### config.mk
export PLATFORM = sky130hd
export DESIGN_NAME = bboe_core
export DESIGN_NICKNAME = d
export VERILOG_FILES = /design/src/logic/bboe_pkg.sv /design/src/logic/bboe_alu.sv /design/src/logic/bboe_core.sv
export VERILOG_INCLUDE_DIRS = /design/src /design/src/logic
export SDC_FILE = /design/constraint.sdc
export NUM_CORES = 1
export LEC_CHECK = 0
export BUFFER_PORTS_ARGS = -buffer_cell sky130_fd_sc_hd__buf_2
export CAP_MARGIN = 25
export CORE_AREA = 4 4 209 211
export DETAILED_ROUTE_END_ITERATION = 7
export DIE_AREA = 0 0 213 215
export PLACE_DENSITY = 0.5
export SLEW_MARGIN = 20
export SYNTH_ARGS = -nofsm -noshare
export SYNTH_HDL_FRONTEND = slang
export SYNTH_SLANG_ARGS = --single-unit
### constraint.sdc
create_clock -name aclk -period 7 [get_ports aclk]
set_input_delay 1.4 -clock aclk [delete_from_list [all_inputs] [get_ports aclk]]
set_output_delay 1.4 -clock aclk [all_outputs]
set_load 0.05 [all_outputs]
### src/logic/bboe_map.svh
`ifndef BBOE_MAP_SVH
`define BBOE_MAP_SVH

// Register byte offsets
`define BBOE_OFS_CTRL      8'h00
`define BBOE_OFS_INSN      8'h04
`define BBOE_OFS_PC        8'h08
`define BBOE_OFS_SP        8'h0c
`define BBOE_OFS_IX        8'h10
`define BBOE_OFS_ACC       8'h14
`define BBOE_OFS_CCR       8'h18
`define BBOE_OFS_STATUS    8'h1c

// Control and status field positions
`define BBOE_CTRL_GO       0
`define BBOE_CTRL_CLR_DONE 1
`define BBOE_STAT_BUSY     0
`define BBOE_STAT_DONE     1
`define BBOE_STAT_ILLEGAL  2

// Condition code bit positions
`define BBOE_CCR_H         5
`define BBOE_CCR_I         4
`define BBOE_CCR_N         3
`define BBOE_CCR_Z         2
`define BBOE_CCR_V         1
`define BBOE_CCR_C         0

// Reset values
`define BBOE_PC_RST        16'h0000
`define BBOE_SP_RST        16'h00ff
`define BBOE_CCR_RST       6'h10

// Opcodes with a fixed meaning
`define BBOE_OP_BRA        8'h20
`define BBOE_OP_BRN        8'h21
`define BBOE_OP_BSR        8'h8d
`define BBOE_OP_SINGLE_BIT_SET_DIR   8'h72
`define BBOE_OP_SINGLE_BIT_SET_IDX   8'h62
`define BBOE_OP_SINGLE_BIT_TOGGLE_DIR   8'h75
`define BBOE_OP_SINGLE_BIT_TOGGLE_IDX   8'h65
`define BBOE_OP_SINGLE_BIT_TEST_DIR   8'h7b
`define BBOE_OP_SINGLE_BIT_TEST_IDX   8'h6b

// Cycle counts
`define BBOE_CYC_IMM       3'd2
`define BBOE_CYC_DIR       3'd3
`define BBOE_CYC_EXT       3'd4
`define BBOE_CYC_IDX       3'd4
`define BBOE_CYC_REL       3'd3
`define BBOE_CYC_BSR       3'd5
`define BBOE_CYC_RMW_DIR   3'd6
`define BBOE_CYC_RMW_IDX   3'd7
`define BBOE_CYC_TST_DIR   3'd4
`define BBOE_CYC_TST_IDX   3'd5

// Branch base offset
`define BBOE_REL_BASE      16'h0002

`endif

### src/logic/bboe_pkg.sv
package bboe_pkg;

    typedef enum logic [2:0] {
        CL_NONE, CL_BRANCH, CL_BSR, CL_BITTEST, CL_SINGLE_BIT_SET, CL_SINGLE_BIT_TOGGLE, CL_SINGLE_BIT_TEST
    } bboe_cls_type;

    typedef enum logic [2:0] {
        MD_IMM, MD_DIR, MD_EXT, MD_IDX, MD_REL
    } bboe_mode_type;

    typedef enum logic [0:0] {
        ST_IDLE, ST_EXEC
    } bboe_fsm_type;

    typedef struct packed {
        bboe_cls_type  cls;
        bboe_mode_type mode;
        logic          acc_b;
        logic [2:0]    cycles;
        logic [1:0]    length;
    } bboe_dec_type;

    typedef struct packed {
        logic [15:0] addr;
        logic [7:0]  wdata;
        logic        rd;
        logic        wr;
    } bboe_mem_type;

endpackage

### src/logic/bboe_alu.sv
`timescale 1ns/1ps
`default_nettype none
`include "bboe_map.svh"

module bboe_alu
(
    input  wire logic [7:0]          opcode,
    input  wire bboe_pkg::bboe_cls_type cls,
    input  wire logic                use_b,
    input  wire logic [7:0]          acc_a,
    input  wire logic [7:0]          acc_b,
    input  wire logic [7:0]          oper,
    input  wire logic [7:0]          mask,
    input  wire logic [5:0]          ccr_in,
    output logic [7:0]               result,
    output logic [5:0]               ccr_out,
    output logic                     take
);

    logic n;
    logic z;
    logic v;
    logic c;

    always_comb
    begin
        n = ccr_in[`BBOE_CCR_N];
        z = ccr_in[`BBOE_CCR_Z];
        v = ccr_in[`BBOE_CCR_V];
        c = ccr_in[`BBOE_CCR_C];
        result  = 8'h00;
        ccr_out = ccr_in;
        take    = 1'b0;
        case (cls)
            bboe_pkg::CL_BITTEST:
                result = (use_b ? acc_b : acc_a) & oper;
            bboe_pkg::CL_SINGLE_BIT_SET:
                result = oper | mask;
            bboe_pkg::CL_SINGLE_BIT_TOGGLE:
                result = oper ^ mask;
            bboe_pkg::CL_SINGLE_BIT_TEST:
                result = oper & mask;
            bboe_pkg::CL_BSR:
                take = 1'b1;
            bboe_pkg::CL_BRANCH:
                case (opcode[3:0])
                    4'h0: take = 1'b1;
                    4'h1: take = 1'b0;
                    4'h2: take = ~(c | z);
                    4'h3: take = c | z;
                    4'h4: take = ~c;
                    4'h5: take = c;
                    4'h6: take = ~z;
                    4'h7: take = z;
                    4'h8: take = ~v;
                    4'h9: take = v;
                    4'ha: take = ~n;
                    4'hb: take = n;
                    4'hc: take = ~(n ^ v);
                    4'hd: take = n ^ v;
                    4'he: take = ~(z | (n ^ v));
                    default: take = z | (n ^ v);
                endcase
            default:
                take = 1'b0;
        endcase
        // H, I and C are kept; branches keep every flag
        if (cls == bboe_pkg::CL_BITTEST || cls == bboe_pkg::CL_SINGLE_BIT_SET ||
            cls == bboe_pkg::CL_SINGLE_BIT_TOGGLE || cls == bboe_pkg::CL_SINGLE_BIT_TEST)
        begin
            ccr_out[`BBOE_CCR_N] = result[7];
            ccr_out[`BBOE_CCR_Z] = (result == 8'h00);
            ccr_out[`BBOE_CCR_V] = 1'b0;
        end
    end

endmodule

`default_nettype wire

### src/logic/bboe_core.sv
// What this block does
// - Accumulator bit test only updates flags
// - Bit test: N=R7, Z=zero, V cleared
// - Taken branch: PC plus two plus offset
// - 2F branches on Z or N xor V
// - 23 branches on C or Z
// - 2D branches on N xor V
// - 2B branches on N set
// - 26 branches on Z clear
// - 2A branches on N clear
// - 20 always branches
// - 21 never branches, three cycles
// - 8D pushes return address, then branches
// - Bit set: OR mask, write back
// - Bit toggle: XOR mask, write back
// - Bit test: AND mask, no write
// - Single-bit ops: N=R7, Z=zero, V cleared
// - Three bytes: opcode, one-hot mask, address
// - Indexed single-bit test 6B, five cycles
`timescale 1ns/1ps
`default_nettype none
`include "bboe_map.svh"

module bboe_core
(
    input  wire logic                 aclk,
    input  wire logic                 aresetn,
    input  wire logic [7:0]           s_axi_awaddr,
    input  wire logic                 s_axi_awvalid,
    output logic                      s_axi_awready,
    input  wire logic [31:0]          s_axi_wdata,
    input  wire logic [3:0]           s_axi_wstrb,
    input  wire logic                 s_axi_wvalid,
    output logic                      s_axi_wready,
    output logic [1:0]                s_axi_bresp,
    output logic                      s_axi_bvalid,
    input  wire logic                 s_axi_bready,
    input  wire logic [7:0]           s_axi_araddr,
    input  wire logic                 s_axi_arvalid,
    output logic                      s_axi_arready,
    output logic [31:0]               s_axi_rdata,
    output logic [1:0]                s_axi_rresp,
    output logic                      s_axi_rvalid,
    input  wire logic                 s_axi_rready,
    output bboe_pkg::bboe_mem_type    mem_out,
    input  wire logic [7:0]           mem_rdata
);

    typedef struct packed {
        bboe_pkg::bboe_fsm_type fsm;
        logic [2:0]             step;
        bboe_pkg::bboe_dec_type dec;
        logic [23:0]            insn;
        logic [15:0]            pc;
        logic [15:0]            sp;
        logic [15:0]            ix;
        logic [7:0]             acc_a;
        logic [7:0]             acc_b;
        logic [5:0]             ccr;
        logic [7:0]             oper;
        logic [15:0]            addr;
        logic                   done;
        logic                   illegal;
        bboe_pkg::bboe_mem_type mem;
        logic                   awready;
        logic                   wready;
        logic                   aw_have;
        logic                   w_have;
        logic [7:0]             aw_addr;
        logic [31:0]            wdata;
        logic [3:0]             wstrb;
        logic                   bvalid;
        logic [1:0]             bresp;
        logic                   arready;
        logic                   rvalid;
        logic [31:0]            rdata;
        logic [1:0]             rresp;
    } bboe_state_type;
    localparam logic [1:0] RESP_OKAY   = 2'h0;
    localparam logic [1:0] RESP_SLVERR = 2'h2;
    bboe_state_type st_ff;
    bboe_state_type nxt_st;
    logic [7:0]     alu_result;
    logic [5:0]     alu_ccr;
    logic           alu_take;
    logic [15:0]    ret_addr;
    // Byte-lane merge of a write into a register word
    function automatic logic [31:0] merge(input logic [31:0] old, data, input logic [3:0] strb);
        logic [31:0] bm;
        bm = {{8{strb[3]}}, {8{strb[2]}}, {8{strb[1]}}, {8{strb[0]}}};
        return (data & bm) | (old & ~bm);
    endfunction
    function automatic bboe_pkg::bboe_dec_type decode(input logic [7:0] op);
        bboe_pkg::bboe_dec_type d;
        d.cls    = bboe_pkg::CL_BITTEST;
        d.acc_b  = op[6];
        d.length = 2'd2;
        d.mode   = bboe_pkg::MD_IMM;
        d.cycles = `BBOE_CYC_IMM;
        casez (op)
            8'h85, 8'hc5: d.mode = bboe_pkg::MD_IMM;
            8'h95, 8'hd5:
            begin
                d.mode   = bboe_pkg::MD_DIR;
                d.cycles = `BBOE_CYC_DIR;
            end
            8'hb5, 8'hf5:
            begin
                d.mode   = bboe_pkg::MD_EXT;
                d.cycles = `BBOE_CYC_EXT;
                d.length = 2'd3;
            end
            8'ha5, 8'he5:
            begin
                d.mode   = bboe_pkg::MD_IDX;
                d.cycles = `BBOE_CYC_IDX;
            end
            `BBOE_OP_BSR:
            begin
                d.cls    = bboe_pkg::CL_BSR;
                d.mode   = bboe_pkg::MD_REL;
                d.cycles = `BBOE_CYC_BSR;
            end
            `BBOE_OP_SINGLE_BIT_SET_DIR, `BBOE_OP_SINGLE_BIT_SET_IDX,
            `BBOE_OP_SINGLE_BIT_TOGGLE_DIR, `BBOE_OP_SINGLE_BIT_TOGGLE_IDX:
            begin
                d.cls    = op[0] ? bboe_pkg::CL_SINGLE_BIT_TOGGLE : bboe_pkg::CL_SINGLE_BIT_SET;
                d.mode   = op[4] ? bboe_pkg::MD_DIR : bboe_pkg::MD_IDX;
                d.cycles = op[4] ? `BBOE_CYC_RMW_DIR : `BBOE_CYC_RMW_IDX;
                d.length = 2'd3;
            end
            `BBOE_OP_SINGLE_BIT_TEST_DIR, `BBOE_OP_SINGLE_BIT_TEST_IDX:
            begin
                d.cls    = bboe_pkg::CL_SINGLE_BIT_TEST;
                d.mode   = op[4] ? bboe_pkg::MD_DIR : bboe_pkg::MD_IDX;
                d.cycles = op[4] ? `BBOE_CYC_TST_DIR : `BBOE_CYC_TST_IDX;
                d.length = 2'd3;
            end
            8'b0010_????:
            begin
                d.cls    = bboe_pkg::CL_BRANCH;
                d.mode   = bboe_pkg::MD_REL;
                d.cycles = `BBOE_CYC_REL;
            end
            default:
                d.cls = bboe_pkg::CL_NONE;
        endcase
        return d;
    endfunction
    // Effective operand address
    function automatic logic [15:0] ea
    (
        input bboe_pkg::bboe_dec_type d,
        input logic [23:0]            insn,
        input logic [15:0]            ix
    );
        logic [7:0] b;
        b = (d.cls == bboe_pkg::CL_BITTEST) ? insn[15:8] : insn[23:16];
        case (d.mode)
            bboe_pkg::MD_EXT: return {insn[15:8], insn[23:16]};
            bboe_pkg::MD_IDX: return ix + {8'h00, b};
            default:          return {8'h00, b};
        endcase
    endfunction
    function automatic logic [31:0] read_reg
    (
        input bboe_state_type s,
        input logic [7:0]     a
    );
        logic [31:0] r;
        r = 32'h0000_0000;
        case (a)
            `BBOE_OFS_INSN:   r = {8'h00, s.insn};
            `BBOE_OFS_PC:     r = {16'h0000, s.pc};
            `BBOE_OFS_SP:     r = {16'h0000, s.sp};
            `BBOE_OFS_IX:     r = {16'h0000, s.ix};
            `BBOE_OFS_ACC:    r = {16'h0000, s.acc_b, s.acc_a};
            `BBOE_OFS_CCR:    r = {26'h0000000, s.ccr};
            `BBOE_OFS_STATUS:
            begin
                r[`BBOE_STAT_BUSY]    = (s.fsm == bboe_pkg::ST_EXEC);
                r[`BBOE_STAT_DONE]    = s.done;
                r[`BBOE_STAT_ILLEGAL] = s.illegal;
                r[10:8]               = s.step;
            end
            default:          r = 32'h0000_0000;
        endcase
        return r;
    endfunction
    function automatic logic mapped(input logic [7:0] a);
        return (a[1:0] == 2'b00) && (a <= `BBOE_OFS_STATUS);
    endfunction
    bboe_alu u_alu
    (
        .opcode  (st_ff.insn[7:0]),
        .cls     (st_ff.dec.cls),
        .use_b   (st_ff.dec.acc_b),
        .acc_a   (st_ff.acc_a),
        .acc_b   (st_ff.acc_b),
        .oper    (st_ff.oper),
        .mask    (st_ff.insn[15:8]),
        .ccr_in  (st_ff.ccr),
        .result  (alu_result),
        .ccr_out (alu_ccr),
        .take    (alu_take)
    );
    assign ret_addr = st_ff.pc + `BBOE_REL_BASE;
    always_comb
    begin
        logic        wr_go;
        logic        busy;
        logic [31:0] w;
        wr_go  = 1'b0;
        busy   = (st_ff.fsm == bboe_pkg::ST_EXEC);
        w      = 32'h0000_0000;
        nxt_st = st_ff;
        nxt_st.mem.rd = 1'b0;
        nxt_st.mem.wr = 1'b0;
        // Write channel: address and data in either order
        if (s_axi_awvalid && st_ff.awready)
        begin
            nxt_st.aw_have = 1'b1;
            nxt_st.aw_addr = s_axi_awaddr;
            nxt_st.awready = 1'b0;
        end
        if (s_axi_wvalid && st_ff.wready)
        begin
            nxt_st.w_have = 1'b1;
            nxt_st.wdata  = s_axi_wdata;
            nxt_st.wstrb  = s_axi_wstrb;
            nxt_st.wready = 1'b0;
        end
        if (st_ff.aw_have && st_ff.w_have && !st_ff.bvalid)
        begin
            {nxt_st.aw_have, nxt_st.w_have} = 2'b00;
            nxt_st.bvalid  = 1'b1;
            nxt_st.bresp   = mapped(st_ff.aw_addr) ? RESP_OKAY : RESP_SLVERR;
            w = merge(read_reg(st_ff, st_ff.aw_addr), st_ff.wdata, st_ff.wstrb);
            if (st_ff.aw_addr == `BBOE_OFS_CTRL && st_ff.wstrb[0])
            begin
                wr_go = w[`BBOE_CTRL_GO];
                if (w[`BBOE_CTRL_CLR_DONE])
                begin
                    nxt_st.done    = 1'b0;
                    nxt_st.illegal = 1'b0;
                end
            end
            if (!busy)
            begin
                case (st_ff.aw_addr)
                    `BBOE_OFS_INSN: nxt_st.insn = w[23:0];
                    `BBOE_OFS_PC:   nxt_st.pc = w[15:0];
                    `BBOE_OFS_SP:   nxt_st.sp = w[15:0];
                    `BBOE_OFS_IX:   nxt_st.ix = w[15:0];
                    `BBOE_OFS_ACC:  {nxt_st.acc_b, nxt_st.acc_a} = w[15:0];
                    `BBOE_OFS_CCR:  nxt_st.ccr = w[5:0];
                    default:        ;
                endcase
            end
        end
        if (st_ff.bvalid && s_axi_bready)
        begin
            nxt_st.bvalid  = 1'b0;
            {nxt_st.awready, nxt_st.wready} = 2'b11;
        end
        // Read channel
        if (s_axi_arvalid && st_ff.arready)
        begin
            nxt_st.arready = 1'b0;
            nxt_st.rvalid  = 1'b1;
            nxt_st.rdata   = read_reg(st_ff, s_axi_araddr);
            nxt_st.rresp   = mapped(s_axi_araddr) ? RESP_OKAY : RESP_SLVERR;
        end
        if (st_ff.rvalid && s_axi_rready)
        begin
            nxt_st.rvalid  = 1'b0;
            nxt_st.arready = 1'b1;
        end
        // Execution engine; its set of done wins over a clear
        case (st_ff.fsm)
            bboe_pkg::ST_IDLE:
            begin
                if (wr_go)
                begin
                    nxt_st.dec  = decode(st_ff.insn[7:0]);
                    nxt_st.oper = st_ff.insn[15:8];
                    nxt_st.step = 3'd1;
                    nxt_st.fsm  = bboe_pkg::ST_EXEC;
                    if (nxt_st.dec.cls == bboe_pkg::CL_NONE)
                    begin
                        nxt_st.illegal = 1'b1;
                        nxt_st.done    = 1'b1;
                        nxt_st.fsm     = bboe_pkg::ST_IDLE;
                    end
                end
            end
            bboe_pkg::ST_EXEC:
            begin
                nxt_st.step = st_ff.step + 3'd1;
                if (st_ff.dec.cls == bboe_pkg::CL_BSR && st_ff.step <= 3'd2)
                begin
                    nxt_st.mem.addr  = st_ff.sp;
                    nxt_st.mem.wdata = st_ff.step[0] ? ret_addr[7:0] : ret_addr[15:8];
                    nxt_st.mem.wr    = 1'b1;
                    nxt_st.sp        = st_ff.sp - 16'h0001;
                end
                if (st_ff.step == 3'd1)
                begin
                    nxt_st.addr = ea(st_ff.dec, st_ff.insn, st_ff.ix);
                    if (st_ff.dec.mode != bboe_pkg::MD_IMM &&
                        st_ff.dec.mode != bboe_pkg::MD_REL)
                    begin
                        nxt_st.mem.addr = nxt_st.addr;
                        nxt_st.mem.rd   = 1'b1;
                    end
                end
                if (st_ff.step == 3'd2 && st_ff.mem.rd)
                begin
                    nxt_st.oper = mem_rdata;
                end
                if (st_ff.step == 3'd3 && (st_ff.dec.cls == bboe_pkg::CL_SINGLE_BIT_SET ||
                    st_ff.dec.cls == bboe_pkg::CL_SINGLE_BIT_TOGGLE))
                begin
                    nxt_st.mem.addr  = st_ff.addr;
                    nxt_st.mem.wdata = alu_result;
                    nxt_st.mem.wr    = 1'b1;
                end
                if (st_ff.step == st_ff.dec.cycles)
                begin
                    nxt_st.fsm  = bboe_pkg::ST_IDLE;
                    nxt_st.done = 1'b1;
                    nxt_st.ccr  = alu_ccr;
                    nxt_st.pc = alu_take
                        ? ret_addr + {{8{st_ff.insn[15]}}, st_ff.insn[15:8]}
                        : st_ff.pc + {14'h0000, st_ff.dec.length};
                end
            end
            default:
                nxt_st.fsm = bboe_pkg::ST_IDLE;
        endcase
        if (!aresetn)
        begin
            nxt_st         = '0;
            nxt_st.pc      = `BBOE_PC_RST;
            nxt_st.sp      = `BBOE_SP_RST;
            nxt_st.ccr     = `BBOE_CCR_RST;
            {nxt_st.awready, nxt_st.wready, nxt_st.arready} = 3'b111;
        end
    end
    always_ff @(posedge aclk)
    begin
        st_ff <= nxt_st;
    end
    assign s_axi_awready = st_ff.awready;
    assign s_axi_wready  = st_ff.wready;
    assign s_axi_bresp   = st_ff.bresp;
    assign s_axi_bvalid  = st_ff.bvalid;
    assign s_axi_arready = st_ff.arready;
    assign s_axi_rdata   = st_ff.rdata;
    assign s_axi_rresp   = st_ff.rresp;
    assign s_axi_rvalid  = st_ff.rvalid;
    assign mem_out       = st_ff.mem;
endmodule
`default_nettype wire

==> run metrics <==
clock slew at reported path FFs=0.06 ns; diode count=0; maxcap violations=0; Detailed Route Iter0 Violations=1524; Setup CP Type=register to register; Hold WC Path Type=register to register; CTS H-tree depth=1; post-synthesis cell count=1913; Via density=5.82; synth top area cells=dfxtp_1 (32%), nand2_1 (7.9%), a21oi_1 (5.9%); Ports=134; critical-path maximum fanout=19; Slew headroom=19.0%; Reg area=4610 µm²; TNS Setup=0 ns; ratio of cells with drive above 1 in the final layout=12.3%; CTS Hold Bufs=0; synthesized flop and latch total=230; maximum vdd drop=0.000156 V; Setup WS pre-CTS=2.90 ns; DRT antenna net count=0; area delta synth->final=9.91%; Synth top area share=31.8%; Synth Flop Type=dfxtp_1; routability cong.=0.938; Total Die Area=45800 µm²; leakage dissipation=5.95 nW; CP startpoint kind=register; slew at the pin closest to its max-slew limit=1.22 ns; CTS Buffer Depth=3; Cell variety after synth=82; RSZ-0062 raised after global routing=no; area of the multi-input gates=8720 µm²; Ys Warns=0; die height=215 µm; largest net degree at the start of global routing=70; PwrDens=194 nW/µm²; CP Capture Type=register; Initial Util=34.7%; final setup fails=0; DRT Pass-1 Iters=6; Max Freq=0.269 GHz; Clk Latency, worst-skew pair=0.56 ns; final hold slack=0.455 ns; Final #Nets=1994; Die Wd=213 µm; CTS tree=built; Slowest-stage cell, CP=and2_1; IO buf count=114; period utilization=53.1%; Post-Syn Area=14500 µm²; initial antenna violation count=0; vias in the first global route=13200; Worst Clk Skew=0.0162 ns; Post-synth EDFFs=0; drt wl/cell=22.9 µm; Worst Path Arrival=4.19 ns; drt drc=0; CP Cell Sequence=nor3b_1 -> and2_1 -> a221oi_1 -> o21ai_0 -> buf_4 -> nand2_1 -> and3_1 -> a211oi_1; CP Buf/Inv Count=1; Mean Syn Cell Area=7.58 µm²; FILL cells=4353; gr usage total=23.6%; DR vias=14200; CTS Sinks=230; setup slack after layout=3.28 ns; first-pass GRT wire length=83500 µm; Final min period=3.72 ns; # rows=75; post-synth top area cell=dfxtp_1; Setup Buffers After CTS=0; final hold violations=0; post-CTS resize count=0; Seq/Total Area, Yosys=31.8%; post-DP HPWL=41400 µm; peak per-stage delay on the critical path=0.79 ns; final wirelength=56000 µm; GRT Residual Overflow=0; Async SR Flop Fraction=0%; run status=completed; CORE AREA=41800 µm²; crit-path leading delay family=simple AND/OR/NAND/NOR gates; Root Driver=clkbuf_16; CP Data Required Time=7.47 ns; number of max-slew violations in the final report=0; TritonCTS buffer count=27
==> area by class of cell <==
type	instances	share of cell area (%)
timing repair buffer	146	5.16
inverter	40	0.958
clock buffer	33	4.70
clock inverter	17	1.33
multi-input combinational	1439	54.7
sequential	230	28.9
tap	539	4.23
==> per-stage QoR <==
stage | instances | total power [mW] | utilization (%) | cell area (µm²)
floorplan | 1922 | 1.52 | - | 14500
global placement | 2391 | 1.58 | 35.8 | 14900
detailed placement | 2394 | 1.58 | 35.9 | 15000
CTS | 2444 | 3.11 | 38.1 | 15900
global route | 2444 | 3.17 | 38.1 | 15900
finish | 2444 | 3.08 | 38.1 | 15900
==> cell usage in the layout, fill, tap and decap left out, drive strengths merged, types with 8 or more instances in the layout <==
cell,instances
a21oi,170
or3,14
clkbuf,33
o221ai,16
dfxtp,230
a21o,13
xor2,28
o31ai,8
nor2,171
mux2,16
and3,21
mux2i,66
nand3b,8
a211o,14
o22ai,11
o21a,9
a22oi,22
o211ai,20
nand2b,11
nand4,17
xnor2,29
a311oi,8
buf,146
a221oi,22
conb,10
nor4,8
nand3,66
a31oi,12
nor3,37
a32oi,8
nor2b,13
o21ai,112
ha,40
inv,44
and2,9
a211oi,44
nand2,306
==> metal layers <==
layer	global-route usage, %	wire, µm	vias to the layer above
met3	3.97	4360	134
met2	35.7	24600	593
met4	8.48	2430	0
met1	33.7	24700	6768
li1	-	-	6738
met5	0	0	-
==> synth_stat cells (13+ instances only) <==
| cell | n |
|---|---|
| nand2_1 | 306 |
| dfxtp_1 | 230 |
| nor2_1 | 171 |
| a21oi_1 | 170 |
| clkbuf_1 | 126 |
| o21ai_0 | 111 |
| mux2i_1 | 66 |
| nand3_1 | 66 |
| buf_4 | 62 |
| a211oi_1 | 43 |
| ha_1 | 40 |
| inv_1 | 38 |
| nor3_1 | 34 |
| xnor2_1 | 29 |
| xor2_1 | 28 |
| a221oi_1 | 22 |
| a22oi_1 | 21 |
| and3_1 | 21 |
| o211ai_1 | 20 |
| nand4_1 | 17 |
| mux2_2 | 16 |
| o221ai_1 | 16 |
| a211o_1 | 14 |
| or3_1 | 14 |
| a21o_1 | 13 |
| nor2b_1 | 13 |
==> flip-flops by register name, summed over array words and instances, names as in the netlist <==
signal	cells
st_ff	173
mem_out	26
s_axi_rdata	24
s_axi_arready	1
s_axi_awready	1
s_axi_bresp	1
s_axi_bvalid	1
s_axi_rresp	1
s_axi_rvalid	1
s_axi_wready	1
==> worst paths after layout <==
check,start,to,slack (ns),cells past startpoint
setup / recovery,st_ff[78],st_ff[201],3.28,8
hold / removal,s_axi_rdata[16],s_axi_rdata[16],0.45,2
setup reg to reg,st_ff[78],st_ff[201],3.28,8
hold reg to reg,s_axi_rdata[16],s_axi_rdata[16],0.45,2
==> kinds of logic after synthesis <==
kind of cell / Yosys count / share of synthesized area [%]
other: 1 / 0.0259
muxes: 86 / 6.42
DFF: 230 / 31.8
adders and majority gates: 43 / 3.87
buffers and inverters: 253 / 8.37
AOI/OAI and AO/OA: 538 / 24.1
and+or+nand+nor: 704 / 21.8
xor gates and xnor gates: 58 / 3.60
==> report_power, final <==
group | internal, mW | switching [mW] | total (mW)
Clock | 0.913 | 0.621 | 1.53
Sequential | 1.33 | 0.0213 | 1.35
Combinational | 0.0540 | 0.146 | 0.200
Total | 2.30 | 0.788 | 3.08
==> worst register-to-register path, cell delays in order (launching register included) <==
cell and delay (ns):
dfxtp_1 0.65, nor3b_1 0.53, and2_1 0.79, a221oi_1 0.17
o21ai_0 0.79, buf_4 0.25, nand2_1 0.06, and3_1 0.21
a211oi_1 0.19
(Power assumes the default switching activity.)
